<file path="config.mk">
export PLATFORM = sky130hd
export DESIGN_NAME = brw_boot_ctl
export DESIGN_NICKNAME = d
export VERILOG_FILES = /design/src/include/brw_pkg.sv /design/src/rtl/brw_boot_ctl.sv /design/src/rtl/brw_prescaler.sv
export SDC_FILE = /design/constraint.sdc
export NUM_CORES = 1
export LEC_CHECK = 0
export ABC_AREA = 1
export BUFFER_PORTS_ARGS = -buffer_cell sky130_fd_sc_hd__buf_2
export CAP_MARGIN = 20
export CORE_MARGIN = 5
export CORE_UTILIZATION = 54
export DETAILED_ROUTE_END_ITERATION = 10
export GPL_ROUTABILITY_DRIVEN = 0
export HOLD_SLACK_MARGIN = 0.15
export PLACE_DENSITY = 0.8
export REMOVE_ABC_BUFFERS = 1
export SLEW_MARGIN = 20
export SYNTH_ARGS = -nofsm -noshare
export SYNTH_HDL_FRONTEND = slang
export SYNTH_SLANG_ARGS = --single-unit
</file>
<file path="constraint.sdc">
create_clock -name mclk_i -period 1.7 [get_ports mclk_i]
set_input_delay 0.17 -clock mclk_i [delete_from_list [all_inputs] [get_ports mclk_i]]
set_output_delay 0.17 -clock mclk_i [all_outputs]
set_load 0.05 [all_outputs]
</file>
<file path="src/include/brw_pkg.sv">
/*
 * shared constants and carriers for the boot rom width / clock prescaler block.
 * assumes a single mclk_i domain; the cpu side issues one fetch at a time.
 */
package brw_pkg;
  localparam logic [31:0] REG_BASE          = 32'h0320_0000;
  localparam logic [7:0]  ROM_BANK0_CTL_OFS = 8'h80;
  localparam logic [7:0]  CLK_DIV_CTL_OFS   = 8'h84;
  localparam int          ROM_WIDTH_BIT     = 6;
  localparam logic [7:0]  ROM_CTL_RESET     = 8'h40;
  localparam int          DIV_CPU_BIT       = 0;
  localparam int          DIV_MEM_BIT       = 1;
  localparam int          DIV_IO_BIT        = 2;
  localparam logic [7:0]  CLK_CTL_RESET     = 8'h07;
  localparam logic [31:0] BOOT_ADDR         = 32'h0000_0000;
  localparam logic [31:0] HALF_STEP         = 32'h0000_0004;
  localparam logic [31:0] WORD_STEP         = 32'h0000_0004;
  localparam logic [31:0] PAIR_STEP         = 32'h0000_0008;

  typedef struct packed {
    logic        req;
    logic [31:0] addr;
  } brw_rom_req_t;

  typedef struct packed {
    logic        valid;
    logic [31:0] data;
  } brw_fetch_t;

  typedef struct packed {
    logic        wr;
    logic        rd;
    logic [7:0]  offset;
    logic [7:0]  wdata;
  } brw_reg_req_t;
endpackage

</file>
<file path="src/rtl/brw_boot_ctl.sv">
/*
 * boot rom width control, instruction fetch assembly and clock prescalers.
 * assumes the rom answers each read with rom_ack_i, one read at a time,
 * and that the cpu raises cpu_fetch_i again only after a word is returned.
 */
module brw_boot_ctl (
  input  wire logic                  mclk_i,
  input  wire logic                  rst_n_i,
  input  wire brw_pkg::brw_reg_req_t reg_req_i,
  output logic [7:0]                 reg_rdata_o,
  input  wire logic                  cpu_fetch_i,
  input  wire logic [31:0]           cpu_addr_i,
  output brw_pkg::brw_fetch_t        fetch_o,
  output brw_pkg::brw_rom_req_t      rom_req_o,
  input  wire logic                  rom_ack_i,
  input  wire logic [31:0]           rom_data_i,
  input  wire logic                  cpu_clock_input_i,
  input  wire logic                  memory_clock_input_i,
  input  wire logic                  io_clock_input_i,
  output logic                       cpu_clk_o,
  output logic                       mem_clk_o,
  output logic                       io_clk_o,
  output logic                       rom_wide_o
);
  import brw_pkg::*;

  typedef enum {ST_BOOT, ST_IDLE, ST_LO, ST_HI, ST_WORD} brw_state_t;

  brw_state_t            state;
  brw_state_t            next_state;
  logic [7:0]            rom_bank0_control;
  logic [7:0]            next_rom_bank0_control;
  logic [7:0]            clock_divider_control;
  logic [7:0]            next_clock_divider_control;
  logic [7:0]            rdata;
  logic [7:0]            next_rdata;
  logic [15:0]           low_half;
  logic [15:0]           next_low_half;
  logic [31:0]           fetch_addr;
  logic [31:0]           next_fetch_addr;
  brw_rom_req_t          rom_req;
  brw_rom_req_t          next_rom_req;
  brw_fetch_t            fetch;
  brw_fetch_t            next_fetch;
  logic                  narrow;

  assign narrow = rom_bank0_control[ROM_WIDTH_BIT];

  // register file; writes to unmapped offsets are dropped
  always_comb begin
    next_rom_bank0_control     = rom_bank0_control;
    next_clock_divider_control = clock_divider_control;
    if (reg_req_i.wr) begin
      case (reg_req_i.offset)
        ROM_BANK0_CTL_OFS: next_rom_bank0_control = reg_req_i.wdata;
        CLK_DIV_CTL_OFS:   next_clock_divider_control = reg_req_i.wdata;
        default:           next_rom_bank0_control = rom_bank0_control;
      endcase
    end
  end

  always_ff @(posedge mclk_i) begin
    if (!rst_n_i) begin
      rom_bank0_control     <= ROM_CTL_RESET;
      clock_divider_control <= CLK_CTL_RESET;
    end else begin
      rom_bank0_control     <= next_rom_bank0_control;
      clock_divider_control <= next_clock_divider_control;
    end
  end

  // read port; a read beside a write in one cycle returns the old value
  always_comb begin
    next_rdata = rdata;
    if (reg_req_i.rd) begin
      case (reg_req_i.offset)
        ROM_BANK0_CTL_OFS: next_rdata = rom_bank0_control;
        CLK_DIV_CTL_OFS:   next_rdata = clock_divider_control;
        default:           next_rdata = 8'h00;
      endcase
    end
  end

  always_ff @(posedge mclk_i) begin
    if (!rst_n_i) begin
      rdata <= 8'h00;
    end else begin
      rdata <= next_rdata;
    end
  end

  // fetch sequencer; width is sampled only when a fetch starts, so a
  // width change mid-fetch cannot split one instruction across modes
  always_comb begin
    next_state      = state;
    next_low_half   = low_half;
    next_fetch_addr = fetch_addr;
    next_rom_req    = rom_req;
    next_fetch      = '{valid: 1'b0, data: fetch.data};
    case (state)
      ST_BOOT: begin
        if (cpu_fetch_i) begin
          // pairing spans two word slots, so a narrow fetch at word n
          // reads slots 2n and 2n+1 starting from physical zero
          next_fetch_addr   = BOOT_ADDR;
          next_rom_req.req  = 1'b1;
          next_rom_req.addr = BOOT_ADDR;
          next_state        = narrow ? ST_LO : ST_WORD;
        end
      end
      ST_IDLE: begin
        if (cpu_fetch_i) begin
          next_fetch_addr  = cpu_addr_i;
          next_rom_req.req = 1'b1;
          if (narrow) begin
            next_rom_req.addr = {cpu_addr_i[30:0], 1'b0};
            next_state        = ST_LO;
          end else begin
            next_rom_req.addr = cpu_addr_i;
            next_state        = ST_WORD;
          end
        end
      end
      ST_LO: begin
        if (rom_ack_i) begin
          next_low_half     = rom_data_i[15:0];
          // second half sits one word slot above the first
          next_rom_req.addr = {fetch_addr[30:0], 1'b0} + HALF_STEP;
          next_state        = ST_HI;
        end
      end
      ST_HI: begin
        if (rom_ack_i) begin
          next_rom_req.req = 1'b0;
          next_fetch.valid = 1'b1;
          next_fetch.data  = {rom_data_i[15:0], low_half};
          next_state       = ST_IDLE;
        end
      end
      ST_WORD: begin
        if (rom_ack_i) begin
          next_rom_req.req = 1'b0;
          next_fetch.valid = 1'b1;
          next_fetch.data  = rom_data_i;
          next_state       = ST_IDLE;
        end
      end
      default: begin
        // unreachable state: drop any rom read and restart from boot
        next_rom_req.req = 1'b0;
        next_state       = ST_BOOT;
      end
    endcase
  end

  always_ff @(posedge mclk_i) begin
    if (!rst_n_i) begin
      state      <= ST_BOOT;
      low_half   <= 16'h0000;
      fetch_addr <= 32'h0000_0000;
      rom_req    <= '0;
      fetch      <= '0;
    end else begin
      state      <= next_state;
      low_half   <= next_low_half;
      fetch_addr <= next_fetch_addr;
      rom_req    <= next_rom_req;
      fetch      <= next_fetch;
    end
  end

  // rom_wide_o shows the register setting one cycle late, not the width
  // of a fetch that is already in flight
  logic wide_q;
  logic next_wide_q;
  always_comb begin
    next_wide_q = ~narrow;
  end
  always_ff @(posedge mclk_i) begin
    if (!rst_n_i) begin
      wide_q <= 1'b0;
    end else begin
      wide_q <= next_wide_q;
    end
  end

  // all three prescalers share one design; each has its own control bit
  brw_prescaler u_cpu_div (
    .mclk_i    (mclk_i),
    .rst_n_i   (rst_n_i),
    .src_clk_i (cpu_clock_input_i),
    .div2_i    (clock_divider_control[DIV_CPU_BIT]),
    .clk_o     (cpu_clk_o)
  );

  brw_prescaler u_mem_div (
    .mclk_i    (mclk_i),
    .rst_n_i   (rst_n_i),
    .src_clk_i (memory_clock_input_i),
    .div2_i    (clock_divider_control[DIV_MEM_BIT]),
    .clk_o     (mem_clk_o)
  );

  brw_prescaler u_io_div (
    .mclk_i    (mclk_i),
    .rst_n_i   (rst_n_i),
    .src_clk_i (io_clock_input_i),
    .div2_i    (clock_divider_control[DIV_IO_BIT]),
    .clk_o     (io_clk_o)
  );

  assign reg_rdata_o = rdata;
  assign fetch_o     = fetch;
  assign rom_req_o   = rom_req;
  assign rom_wide_o  = wide_q;
endmodule // brw_boot_ctl

</file>
<file path="src/rtl/brw_prescaler.sv">
/*
 * one clock prescaler: divides its input clock by 1 or 2.
 * assumes the source clock is sampled as a synchronous input of mclk_i
 * and that mclk_i runs at least twice the source rate.
 */
module brw_prescaler (
  input  wire logic mclk_i,
  input  wire logic rst_n_i,
  input  wire logic src_clk_i,
  input  wire logic div2_i,
  output logic      clk_o
);
  import brw_pkg::*;

  logic src_q;
  logic next_src_q;
  logic half;
  logic next_half;
  logic mode2;
  logic next_mode2;
  logic out_q;
  logic next_out_q;
  logic rise;

  always_comb begin
    rise       = src_clk_i & ~src_q;
    next_src_q = src_clk_i;
    next_half  = half;
    next_mode2 = mode2;
    next_out_q = out_q;
    if (rise) begin
      next_half = ~half;
    end
    // mode changes only while the output is low and the divider is at
    // phase zero, so no shortened high or low phase can appear
    if (!out_q && !half && !src_clk_i) begin
      next_mode2 = div2_i;
    end
    if (mode2) begin
      if (rise) begin
        next_out_q = ~half;
      end
    end else begin
      next_out_q = src_clk_i;
    end
  end

  always_ff @(posedge mclk_i) begin
    if (!rst_n_i) begin
      src_q <= 1'b0;
      half  <= 1'b0;
      mode2 <= 1'b1;
      out_q <= 1'b0;
    end else begin
      src_q <= next_src_q;
      half  <= next_half;
      mode2 <= next_mode2;
      out_q <= next_out_q;
    end
  end

  assign clk_o = out_q;
endmodule // brw_prescaler

</file>
## After elaboration in Yosys (flattened, before gate mapping)

Cells that the tools add are included.

| word-level totals | value |
|---|---|
| register bits after elaboration | 182 |
| input port bits | 89 |
| logic and storage cells | 105 |

| cells by class | value |
|---|---|
| add/subtract/negate cells | 1 |
| equality and inequality tests | 16 |
| muxes and demuxes | 25 |
| bitwise gates (word level) | 11 |
| reduce and logical (&&, ||, !) cells | 29 |

Operators by type and width:

| operator | number |
|---|---|
| case mux 32 bit (3 select lines) | 2 |
| two-way mux 32 bit | 5 |
| two-way mux 33 bit | 4 |
| case mux 33 bit (2 select lines) | 1 |
| == test 32 x 2 -> 1 bit, second input constant | 2 |
| two-way mux 31 bit | 2 |
| case mux 31 bit (2 select lines) | 1 |
| adder 32 x 3 -> 32 bit, second input constant | 1 |
| == test 32 x 1 -> 1 bit, second input constant | 1 |
| == test 32 x 3 -> 1 bit, second input constant | 1 |
| zero test 32 bit | 1 |
| == test 8 bit, second input constant | 2 |
| != test 2 bit, second input constant | 8 |
| case mux 8 bit (2 select lines) | 1 |
| zero test 1 bit | 9 |
| AND reduction 3 bit | 3 |
| inverter 1 bit | 8 |
| AND reduction 4 bit | 2 |
| two-way mux 1 bit | 7 |
| logical AND 1 bit | 6 |
| AND reduction 2 bit | 3 |
| != test 2 x 1 -> 1 bit, second input constant | 2 |
| case mux 1 bit (4 select lines) | 1 |
| nonzero test 2 bit | 2 |
| other kinds (4) | 7 |

## Logic depth before layout (Yosys ltp)

Gate-level depths: netlist of run 1.

| depth | value |
|---|---|
| word-level depth | 4 |
| gate-level depth with buffers | 10 |

## Cells and area by module

From an unflattened synthesis of run 1, not the netlist that was laid out.

| second synthesis, totals | value |
|---|---|
| cells, all modules | 1092 |
| area, all modules | 7398.3 sq um |

Modules (own cells, without submodules):

| module | instances | cells an instance | area each (sq um) | seq. area each (sq um) |
|---|---|---|---|---|
| brw_boot_ctl | 1 | 1014 | 6876.6 | 2822.7 |
| brw_prescaler | 3 | 26 | 173.9 | 80.1 |

## Least setup slack after synthesis of run 1

Ideal clock, no wire load.

| path | value |
|---|---|
| path kind | register to register |
| start | register fetch_addr[1] |
| end | register rom_req (netlist bit rom_req_o[18]) |
| setup time | 70 ps |
| arrival | 1341 ps |
| path slack | 289 ps |
| stages on the path, launching flop included | 9 |
| buffers on the path | 0 |
| cell sequence | dfxtp_1 ha_1 nand2_1 nor2_1 nand2_1 nor2_1 or2_2 nand3_1 a21oi_1 |

| between the ends | value |
|---|---|
| word-level cells in the longest chain between the ends | 3 |

Ends and longest elaborated chain:

| what | RTL line | text |
|---|---|---|
| start: declaration | brw_boot_ctl.sv:39 | `logic [31:0] fetch_addr;` |
| start signal: assignment | brw_boot_ctl.sv:166 | `fetch_addr <= next_fetch_addr;` |
| adder 32 x 3 -> 32 bit | brw_boot_ctl.sv:128 | `next_rom_req.addr = {fetch_addr[30:0], 1'b0} + HALF_STEP;` |
| two-way mux 32 bit | brw_boot_ctl.sv:125 | `if (rom_ack_i) begin` |
| case mux 32 bit (3 select lines) | brw_boot_ctl.sv:100 | `case (state)` |
| end signal: assignment | brw_boot_ctl.sv:167 | `rom_req <= next_rom_req;` |
| end: declaration | brw_boot_ctl.sv:41 | `brw_rom_req_t rom_req;` |

No other way between the ends. The select of a mux whose other input is x is not followed.
A chain may end at the register's enable or synchronous reset.

## Worst setup path in the final report of run 1

| path | value |
|---|---|
| start | register state[1] |
| end | register rom_req (netlist bit rom_req_o[11]) |

| between the ends | value |
|---|---|
| word-level cells in the longest chain between the ends | 3 |
| elaborated cells on any way between the ends | 9 |
| classes of those cells | eq/ne (5); mux (1); reduce/logical (3) |

Ends and longest elaborated chain:

| what | RTL line | text |
|---|---|---|
| start: declaration | brw_boot_ctl.sv:29 | `brw_state_t state;` |
| start signal: assignment | brw_boot_ctl.sv:164 | `state <= next_state;` |
| == test 32 x 1 -> 1 bit, or another cell as far along | brw_boot_ctl.sv:100 |  |
| != test 2 bit (no line) or nonzero test 3 bit (tied branches) | -- |  |
| AND reduction 4 bit (no line) | -- |  |

Parallel ways exist; a longest one is shown, timed or not.

==> results.cfg, run 1 <==
[yosys]
ys_types = 29
yosys_warnings = 0
syn_area_um2 = 7390
synthCells = 1120
avgSynthCellArea_um2 = 6.60
yosysSeqAreaShare_pct = 41.5
synth-seq-cells = 153

[worst_setup_path]
crit_start = state[1]$_SDFFE_PN0P_
crit_required_ps = 2060
endpoint_kind = flop
cp-start-kind = flop
cp_max_fo = 11
worstPathArrival_ps = 1950
worstSetupPathType = reg2reg
reg2reg_from = state[1]$_SDFFE_PN0P_

[status]
outcome = finished, final reports clean

[global_route]
grt_max_degree = 43
grt-ovfl-total = 0
track_usage_pct = 28.8
antenna_found_initial = 0
first_global_vias = 7920
grt_pass1_wl_mm = 38.2

[timing]
whs_ps = 170
period_share_pct = 93.4
maxSlewViolCount = 0
max_freq_mhz = 630
hold_violations = 0
min_period_ps = 1590
slew_headroom_pct = 56.7
max_slew.worst_pin.slew_ps = 648
finalClockSkew_ps = 9.49
rsz0062_at_grt = no
setup_violations = 0

[final_layout]
nFillCells = 1063
area_growth_pct = 33.8
nets = 1446
regArea_um2 = 3060
antenna_cells = 0
final-instance-count-excl-fill = 1545
multi_input_area_um2 = 3740
drive_above_1_share_pct = 18.9
fin_area_um2 = 9880

[floorplan]
core-area_um2 = 13300
ios = 167
start_util_pct = 55.3
dieHeight_um = 127
die_area_um2 = 16100
fp.dieW_um = 127
row_count = 42

[clock_network]
tritoncts = done
insertion_delay_ps = 430
clk_pin_slew_ps = 60
htreeDepth = 4
numCtsBuffers = 17
cts-root-buf = clkbuf_16
clockBufferDepth = 2
clock-sinks = 153

[placed_design]
port_buffers = 166
dp_hpwl_mm = 14.9
dp_cells = 1436
placed_cell_area_um2 = 8520

[route]
dr.pass1.iters = 7
wl_per_cell_um = 15.5
vias = 8498
drc_errors = 0
dr.first_iter.drc_count = 807
drtAntennaViolNets = 0
routed_wl_mm = 23.9
vias_per_cell = 5.50

[min_path]
hold_path.class = in2reg
worstHoldStart = reg_req_i[16]

[power]
p_per_area_nw_per_um2 = 952
ir_drop_uv = 723
leakagePower_uw = 0.00422

[flow_run]
maxCapViolCount = 0
[timing repair]
item	CTS	global route
buffers inserted	0	2
hold buffers	74	0
endpoints found under the setup margin	0	22
hold endpoints to repair	96	0
resized for setup	0	5
[registers in the layout, indices dropped and copies added (netlist names), 3 cells and up]
register and flops:
fetch_o 33, rom_req_o 33, fetch_addr 31, low_half 16, clock_divider_control 8, reg_rdata_o 8, rom_bank0_control 8, state 3
[layer usage]
layer	vias up	track usage [%]	part of all wire, %
met3	55	6.01	8.7
li1	4147	-	-
met2	426	46.7	47
met4	0	11.5	2.8
met5	-	0	0
met1	3870	37.5	42
[layout by cell type, fill, tap and decap left out, types with 2 or more instances in the layout]
cell           netlist  final
nor3_1              32     32
o21ai_1              4      4
clkinvlp_4           0      4
buf_6                0      2
clkbuf_8             0      2
clkinv_2             0      4
buf_12               0      5
inv_1               81     79
nor2_1             117    116
nand2_1            278    278
clkinv_4             0      2
o211ai_1             6      6
or2_2                5      5
dfxtp_1            153    153
clkbuf_1            42      2
nor4_4               3      3
inv_2                4      5
o21ai_0             45     45
nor2_2               2      2
bufinv_16            0      2
buf_2               14    166
o31ai_1              5      5
nand3_2              2      2
buf_4                3     33
a21oi_1            184    184
clkbuf_16            0     17
nor2_4               1      2
nand3_1            126    126
dlygate4sd3_1        0     74
[cell type report]
| cell class | count | area share [%] |
|---|---|---|
| Multi-Input combinational cell | 818 | 37.9 |
| Tap cell | 176 | 2.23 |
| Timing Repair Buffer | 280 | 19.7 |
| Clock buffer | 21 | 4.66 |
| Clock inverter | 11 | 1.23 |
| Timing Repair inverter | 1 | 0.0760 |
| Sequential cell | 153 | 31.0 |
| Inverter | 85 | 3.27 |
[cells by family after synthesis]
logic type | Yosys count | synth area share (%)
DFF | 153 | 41.5
xor gates and xnor gates | 1 | 0.119
AOI/OAI and AO/OA | 247 | 17.2
buffers and inverters | 149 | 7.96
and+or+nand+nor | 569 | 33.1
adders and majority gates | 1 | 0.169
[synthesized netlist by cell type, drive strengths merged]
cell | count | area [um2]
dfxtp | 153 | 3060
nand3 | 129 | 668
o21bai | 1 | 7.51
clkbuf | 42 | 158
a21oi | 184 | 921
nand4 | 1 | 6.26
o211ai | 6 | 45.0
o21ai | 49 | 245
nor4 | 3 | 63.8
or2 | 5 | 31.3
o21a | 1 | 7.51
inv | 85 | 319
nand2 | 279 | 1050
xor2 | 1 | 8.76
nor2 | 120 | 463
buf | 22 | 111
o31ai | 5 | 37.5
ha | 1 | 12.5
a22o | 1 | 8.76
nor3 | 32 | 160
[worst max-delay path, cell delays in order (launching register included)]
cell	delay (ps)
dfxtp_1	360
inv_1	130
nand2_2	120
nor2_4	240
clkinvlp_4	120
buf_4	200
a21oi_1	130
nor2_1	60
a21oi_1	160
[path summary, 6_finish.rpt]
check / slack, ps / depth (start not counted) / endpoint
worst max-delay path: 110 / 8 / rom_req_o[11]$_SDFFE_PN0P_
worst min-delay path: 170 / 4 / reg_rdata_o[7]$_SDFFE_PN0P_
worst max register to register: 110 / 8 / rom_req_o[11]$_SDFFE_PN0P_
worst min register to register: 460 / 2 / low_half[2]$_SDFFE_PN0P_
[metrics by stage]
step / TNS, ps / util (%) / worst slack (ps) / power (uW)
floorplan: -41370 / - / -881 / 4930
global placement: -806 / 63.8 / -58.3 / 5500
detailed placement: 0 / 63.8 / 29.5 / 5530
CTS: 0 / 73.7 / 9.24 / 9380
global route: 0 / 74.0 / 1.26 / 9780
finish: 0 / 74.0 / 113 / 9400
[power by group]
group / switching, uW / total, uW / internal, uW
logic: 1200 / 1770 / 577
registers: 114 / 3880 / 3770
clock network: 1510 / 3750 / 2240
No activity file was read; power rests on OpenSTA's default activity.
==> run 2, diff against run 1 <==
SYNTH_HIERARCHICAL = 1   (was default)
==> run 2 against run 1 <==
Wire length fell by 4.7%. Highest routed layer is now met5. Die area grew 0.14%. Sequential power increased by 4%. Hold slack better by 4.2 ps. Synthesized cell count decreased by 2.5%. Combinational power up 37%. Via count down 2.1%. Clock skew decreased by 1.3 ps.
==> results.cfg, run 2 <==
[clock_network]
clock-sinks = 153
clk_pin_slew_ps = 60
numCtsBuffers = 17
htreeDepth = 4
tritoncts = done
insertion_delay_ps = 420
clockBufferDepth = 2
cts-root-buf = clkbuf_16

[power]
total_power_uw = 10200
ir_drop_uv = 742
p_per_area_nw_per_um2 = 1030
leakagePower_uw = 0.00420

[flow_run]
maxCapViolCount = 0

[yosys]
synthCells = 1092
yosys.area.top_type = dfxtp_1
yosys_warnings = 6
synth-seq-cells = 153
synth_edf_count = 0
synth_top_area_share_pct = 41.4
yosysMostFrequentCell = nand2_1
ys_async_sr_fraction_pct = 0
ys_types = 40
synth_top_cells_by_count = nand2_1 (314), dfxtp_1 (153), a21oi_1 (129), nor2_1 (120), nand3_1 (87)
avgSynthCellArea_um2 = 6.78
ys.flop_type = dfxtp_1
syn_area_um2 = 7400
yosysSeqAreaShare_pct = 41.4
synth.area.top_cells = dfxtp_1 (41%), nand2_1 (16%), a21oi_1 (8.7%)

[final_layout]
final_cell_mix = nand2_1 (313), buf_2 (166), dfxtp_1 (151), a21oi_1 (129), nor2_1 (117)
final-instance-count-excl-fill = 1515
nets = 1416
nFillCells = 1076
antenna_cells = 0
area_growth_pct = 33.0
drive_above_1_share_pct = 19.5
layout_commonest_cell = nand2_1

[floorplan]
dieHeight_um = 127
core-area_um2 = 13300
ios = 167
row_count = 42
die_area_um2 = 16100
fp.dieW_um = 127
start_util_pct = 55.4

[worst_setup_path]
slowest_delay_ps = 550
worstSetupPathType = reg2reg
cp_max_fo = 12
r2r_setup_slack_ps = 90
cp-start-kind = flop
ff2ff_path_depth = 6
worstPathArrival_ps = 1960
slowest_stage = dlygate4sd3_1
endpoint_kind = flop
crit_required_ps = 2050
cp_cell_sequence = nor2_2, nand2_4, inv_4, nand3_1, dlygate4sd3_1, a21oi_1

[timing]
hold_violations = 0
period_share_pct = 94.7
max_freq_mhz = 621
whs_ps = 174
setup_violations = 0
finalClockSkew_ps = 8.16
min_period_ps = 1610
slew_headroom_pct = 63.6
maxSlewViolCount = 0
max_slew.worst_pin.slew_ps = 544
rsz0062_at_grt = no
setup_slack_ps = 90.8

[placed_design]
dp_hpwl_mm = 14.8
port_buffers = 166
pre_cts_slack_ps = 120
dp_cells = 1407

[global_route]
antenna_found_initial = 1
grt_max_degree = 58
first_global_vias = 7670
grt_pass1_wl_mm = 37.2
track_usage_pct = 27.9
grt-ovfl-total = 0

[status]
outcome = finished, final reports clean

[route]
routed_wl_mm = 22.8
vias_per_cell = 5.49
drc_errors = 0
wl_per_cell_um = 15.1
dr.pass1.iters = 5
drtAntennaViolNets = 0
vias = 8318
dr.first_iter.drc_count = 811

[min_path]
hold_path.class = in2reg
hold_path_depth = 3
-- run 2: changes by cell type after synthesis, sizes merged, moves of 12 or more --
cell,before,now
nor3,32,3
nand2,279,318
nand3,129,88
clkbuf,42,30
a32oi,0,30
a21oi,184,130
-- run 2: power by group --
part | switching, uW | total (uW) | internal (uW)
sequential | 184 | 4030 | 3850
clock | 1480 | 3720 | 2240
combinational | 1650 | 2420 | 773
-- run 2: kinds of logic after synthesis --
kind of cell / synth area share [%]
adder cells (fa/ha/maj): 0.169
flip-flops: 41.4
buffers and inverters: 8.25
AND/OR/NAND/NOR: 30.7
AO/OA/AOI/OAI: 19.3
XOR/XNOR: 0.118
-- run 2: per-stage QoR --
stage | util [%] | cell area [um2] | setup TNS [ps]
detailed placement | 63.6 | 8480 | 0
global placement | 63.6 | 8480 | 0
CTS | 73.5 | 9820 | 0
floorplan | - | 7110 | -7660
global route | 73.7 | 9840 | 0
finish | 73.7 | 9840 | 0
-- run 2: worst paths after layout --
check,startpoint,endpoint
setup / recovery,state[2]$_SDFFE_PN0P_,low_half[7]$_SDFFE_PN0P_
hold / removal,cpu_fetch_i,rom_req_o[32]$_SDFFE_PN0P_
setup reg to reg,state[2]$_SDFFE_PN0P_,low_half[7]$_SDFFE_PN0P_
hold reg to reg,rom_req_o[0]$_SDFFE_PN0P_,rom_req_o[0]$_SDFFE_PN0P_
-- run 2: what timing repair did --
action	in CTS	in global routing
hold endpoints to repair	109	0
hold buffers	75	0
setup endpoints to repair	0	18
buffers inserted	0	1
resized for setup	0	7
-- run 2: critical path, delay by kind of cell (launching register included) --
| family | cells | cell delay, ps |
|---|---|---|
| buffers and inverters | 2 | 690 |
| AND/OR/NAND/NOR | 3 | 330 |
| AO/OA/AOI/OAI | 1 | 130 |
| flip-flops | 1 | 380 |
-- run 2: area by class of cell --
class,instances,area [um2],share of cell area (%)
inverters,86,325,3.31
clock buffers,22,464,4.72
clock inverters,10,118,1.20
well taps,176,220,2.24
flip-flops and latches,153,3070,31.2
multi-input cells,795,3730,38.0
repair buffers,273,1910,19.4
-- run 2: metal layers --
metal  vias up  global-route usage (%)  part of all wire, %
li1       4085                       -                    -
met1      3778                    37.1                   42
met4         2                    10.1                  2.5
met5         -                       0                0.057
met3        51                    5.72                  8.9
met2       402                    45.2                   46
==> run 3, diff against run 2 <==
CORE_UTILIZATION = 40   (was 54)
PLACE_DENSITY = default   (was 0.8)
==> run 3 against run 2 <==
Flip-flop and latch count unchanged. Combinational power about the same. Critical path depth up 1. First-iteration DRC count down 24%. Core utilization down 18 points.
==> results.cfg, run 3 (synthesized netlist as in run 2, its figures left out) <==
[worst_setup_path]
crit_required_ps = 2010
slowest_stage = dfxtp_1
worstPathArrival_ps = 1860
reg2reg_to = rom_req_o[12]$_SDFFE_PN0P_
cpMostUsedCell = nand2_1
slowest_delay_ps = 410
r2r_setup_slack_ps = 150
ff2ff_path_depth = 7
reg2reg_from = fetch_addr[10]$_SDFFE_PN0P_
endpoint_kind = flop
cp-start-kind = flop
critical-path-top-delay-family = simple AND/OR/NAND/NOR gates
path_depth = 7
cp_num_buf_inv = 0
cp_cell_sequence = nand2_1, nor2_1, nand2_1, nor2_2, nand2_1, o211ai_1, a21oi_1
worstSetupPathType = reg2reg
cp_max_fo = 4

[global_route]
first_global_vias = 7512
grt_max_degree = 37
grt-ovfl-total = 0
track_usage_pct = 21.7
grt_pass1_wl_mm = 38.4
antenna_found_initial = 0

[route]
dr.pass1.iters = 5
wl_per_cell_um = 14.6
routed_wl_mm = 23.1
vias_per_cell = 5.06
vias = 7987
dr.first_iter.drc_count = 618
drtAntennaViolNets = 0
drc_errors = 0

[floorplan]
start_util_pct = 40.9
ios = 167
core-area_um2 = 18100
fp.dieW_um = 146
dieHeight_um = 146
die_area_um2 = 21300
row_count = 49

[timing]
hold_violations = 0
fin_setup_tns_ps = 0
setup_violations = 0
max_slew.worst_pin.slew_ps = 398
min_period_ps = 1550
max_freq_mhz = 644
finalClockSkew_ps = 7.19
maxSlewViolCount = 0
period_share_pct = 91.4
rsz0062_at_grt = no
slew_headroom_pct = 73.4

[power]
ir_drop_uv = 706
leakagePower_uw = 0.00429
p_per_area_nw_per_um2 = 1030
total_power_uw = 10300

[final_layout]
area_growth_pct = 35.7
fin_area_um2 = 10000
final_cell_mix = nand2_1 (312), buf_2 (166), dfxtp_1 (152), a21oi_1 (129), nor2_1 (113)
antenna_cells = 0
layout_commonest_cell = nand2_1
nets = 1425
drive_above_1_share_pct = 20.5

[min_path]
worstHoldEndpoint = rom_req_o[31]$_SDFFE_PN0P_
worstHoldStart = cpu_addr_i[31]
hold_path.class = in2reg
hold_path_depth = 5

[clock_network]
insertion_delay_ps = 440
numCtsBuffers = 17
clock-sinks = 153
tritoncts = done
clk_pin_slew_ps = 70
htreeDepth = 4
clockBufferDepth = 2
cts-root-buf = clkbuf_16

[status]
outcome = finished, final reports clean

[placed_design]
port_buffers = 166
dp_hpwl_mm = 15.9
placed_cell_area_um2 = 8640

[flow_run]
maxCapViolCount = 0
[run 3: cell count changes in the layout (fill, tap and decap cells not counted), sizes merged]
cell	before	now
inv	85	94
clkinv	5	3
dlygate4sd3	75	76
buf	198	206
bufinv	2	1
clkinvlp	4	3
clkbuf	22	17
[run 3: worst reg2reg max path: stages, from the launching register on]
cell,delay (ps)
dfxtp_1,410
nand2_1,190
nor2_1,220
nand2_1,90
nor2_2,180
nand2_1,70
o211ai_1,150
a21oi_1,110
[run 3: how the worst max path moves through the flow]
stage / startpoint / slack, ps / endpoint
global placement: fetch_addr[1]$_SDFFE_PN0P_ / 140 / rom_req_o[14]$_SDFFE_PN0P_
finish: fetch_addr[10]$_SDFFE_PN0P_ / 150 / rom_req_o[12]$_SDFFE_PN0P_
floorplan: rom_bank0_control[6]$_SDFFE_PN1P_ / -330 / rom_req_o[1]$_SDFFE_PN0P_
global route: state[1]$_SDFFE_PN0P_ / 4 / rom_req_o[31]$_SDFFE_PN0P_
detailed placement: state[1]$_SDFFE_PN0P_ / 80 / low_half[14]$_SDFFE_PN0P_
CTS: state[1]$_SDFFE_PN0P_ / 70 / low_half[11]$_SDFFE_PN0P_
[run 3: metal layers]
layer	global-route usage, %	share of wire [%]	up-vias
li1	-	-	4096
met1	30.1	49	3667
met2	34.1	44	196
met3	4.27	4.8	28
met4	6.91	1.8	0
met5	0	0	-
[run 3: metrics by stage]
step	std cells	hold slack, ps	worst slack [ps]	util, %
after floorplan	1034	254	-326	-
after global placement	1469	395	138	47.8
after detailed placement	1469	396	77.0	47.8
after CTS	1577	157	69.0	55.3
after global routing	1577	211	4.45	55.5
final	1577	180	146	55.5
[run 3: final cells by class]
type,instances,area [um2]
fill,1789,8040
multi-input combinational,795,3760
sequential,153,3060
timing repair buffer,282,2000
clock buffer,17,425
inverter,86,325
tap,229,287
clock inverter,15,174
[run 3: timing repair]
item | in CTS | in global routing
endpoints found under the setup margin | 0 | 40
hold endpoints to repair | 115 | 0
resized for setup | 0 | 14
setup buffers | 0 | 0
hold buffers | 76 | 0
[run 3: report_power, final]
| group | switching [uW] | internal [uW] | total (uW) |
|---|---|---|---|
| registers | 170 | 3840 | 4020 |
| logic | 1650 | 800 | 2450 |
| clock network | 1760 | 2110 | 3860 |
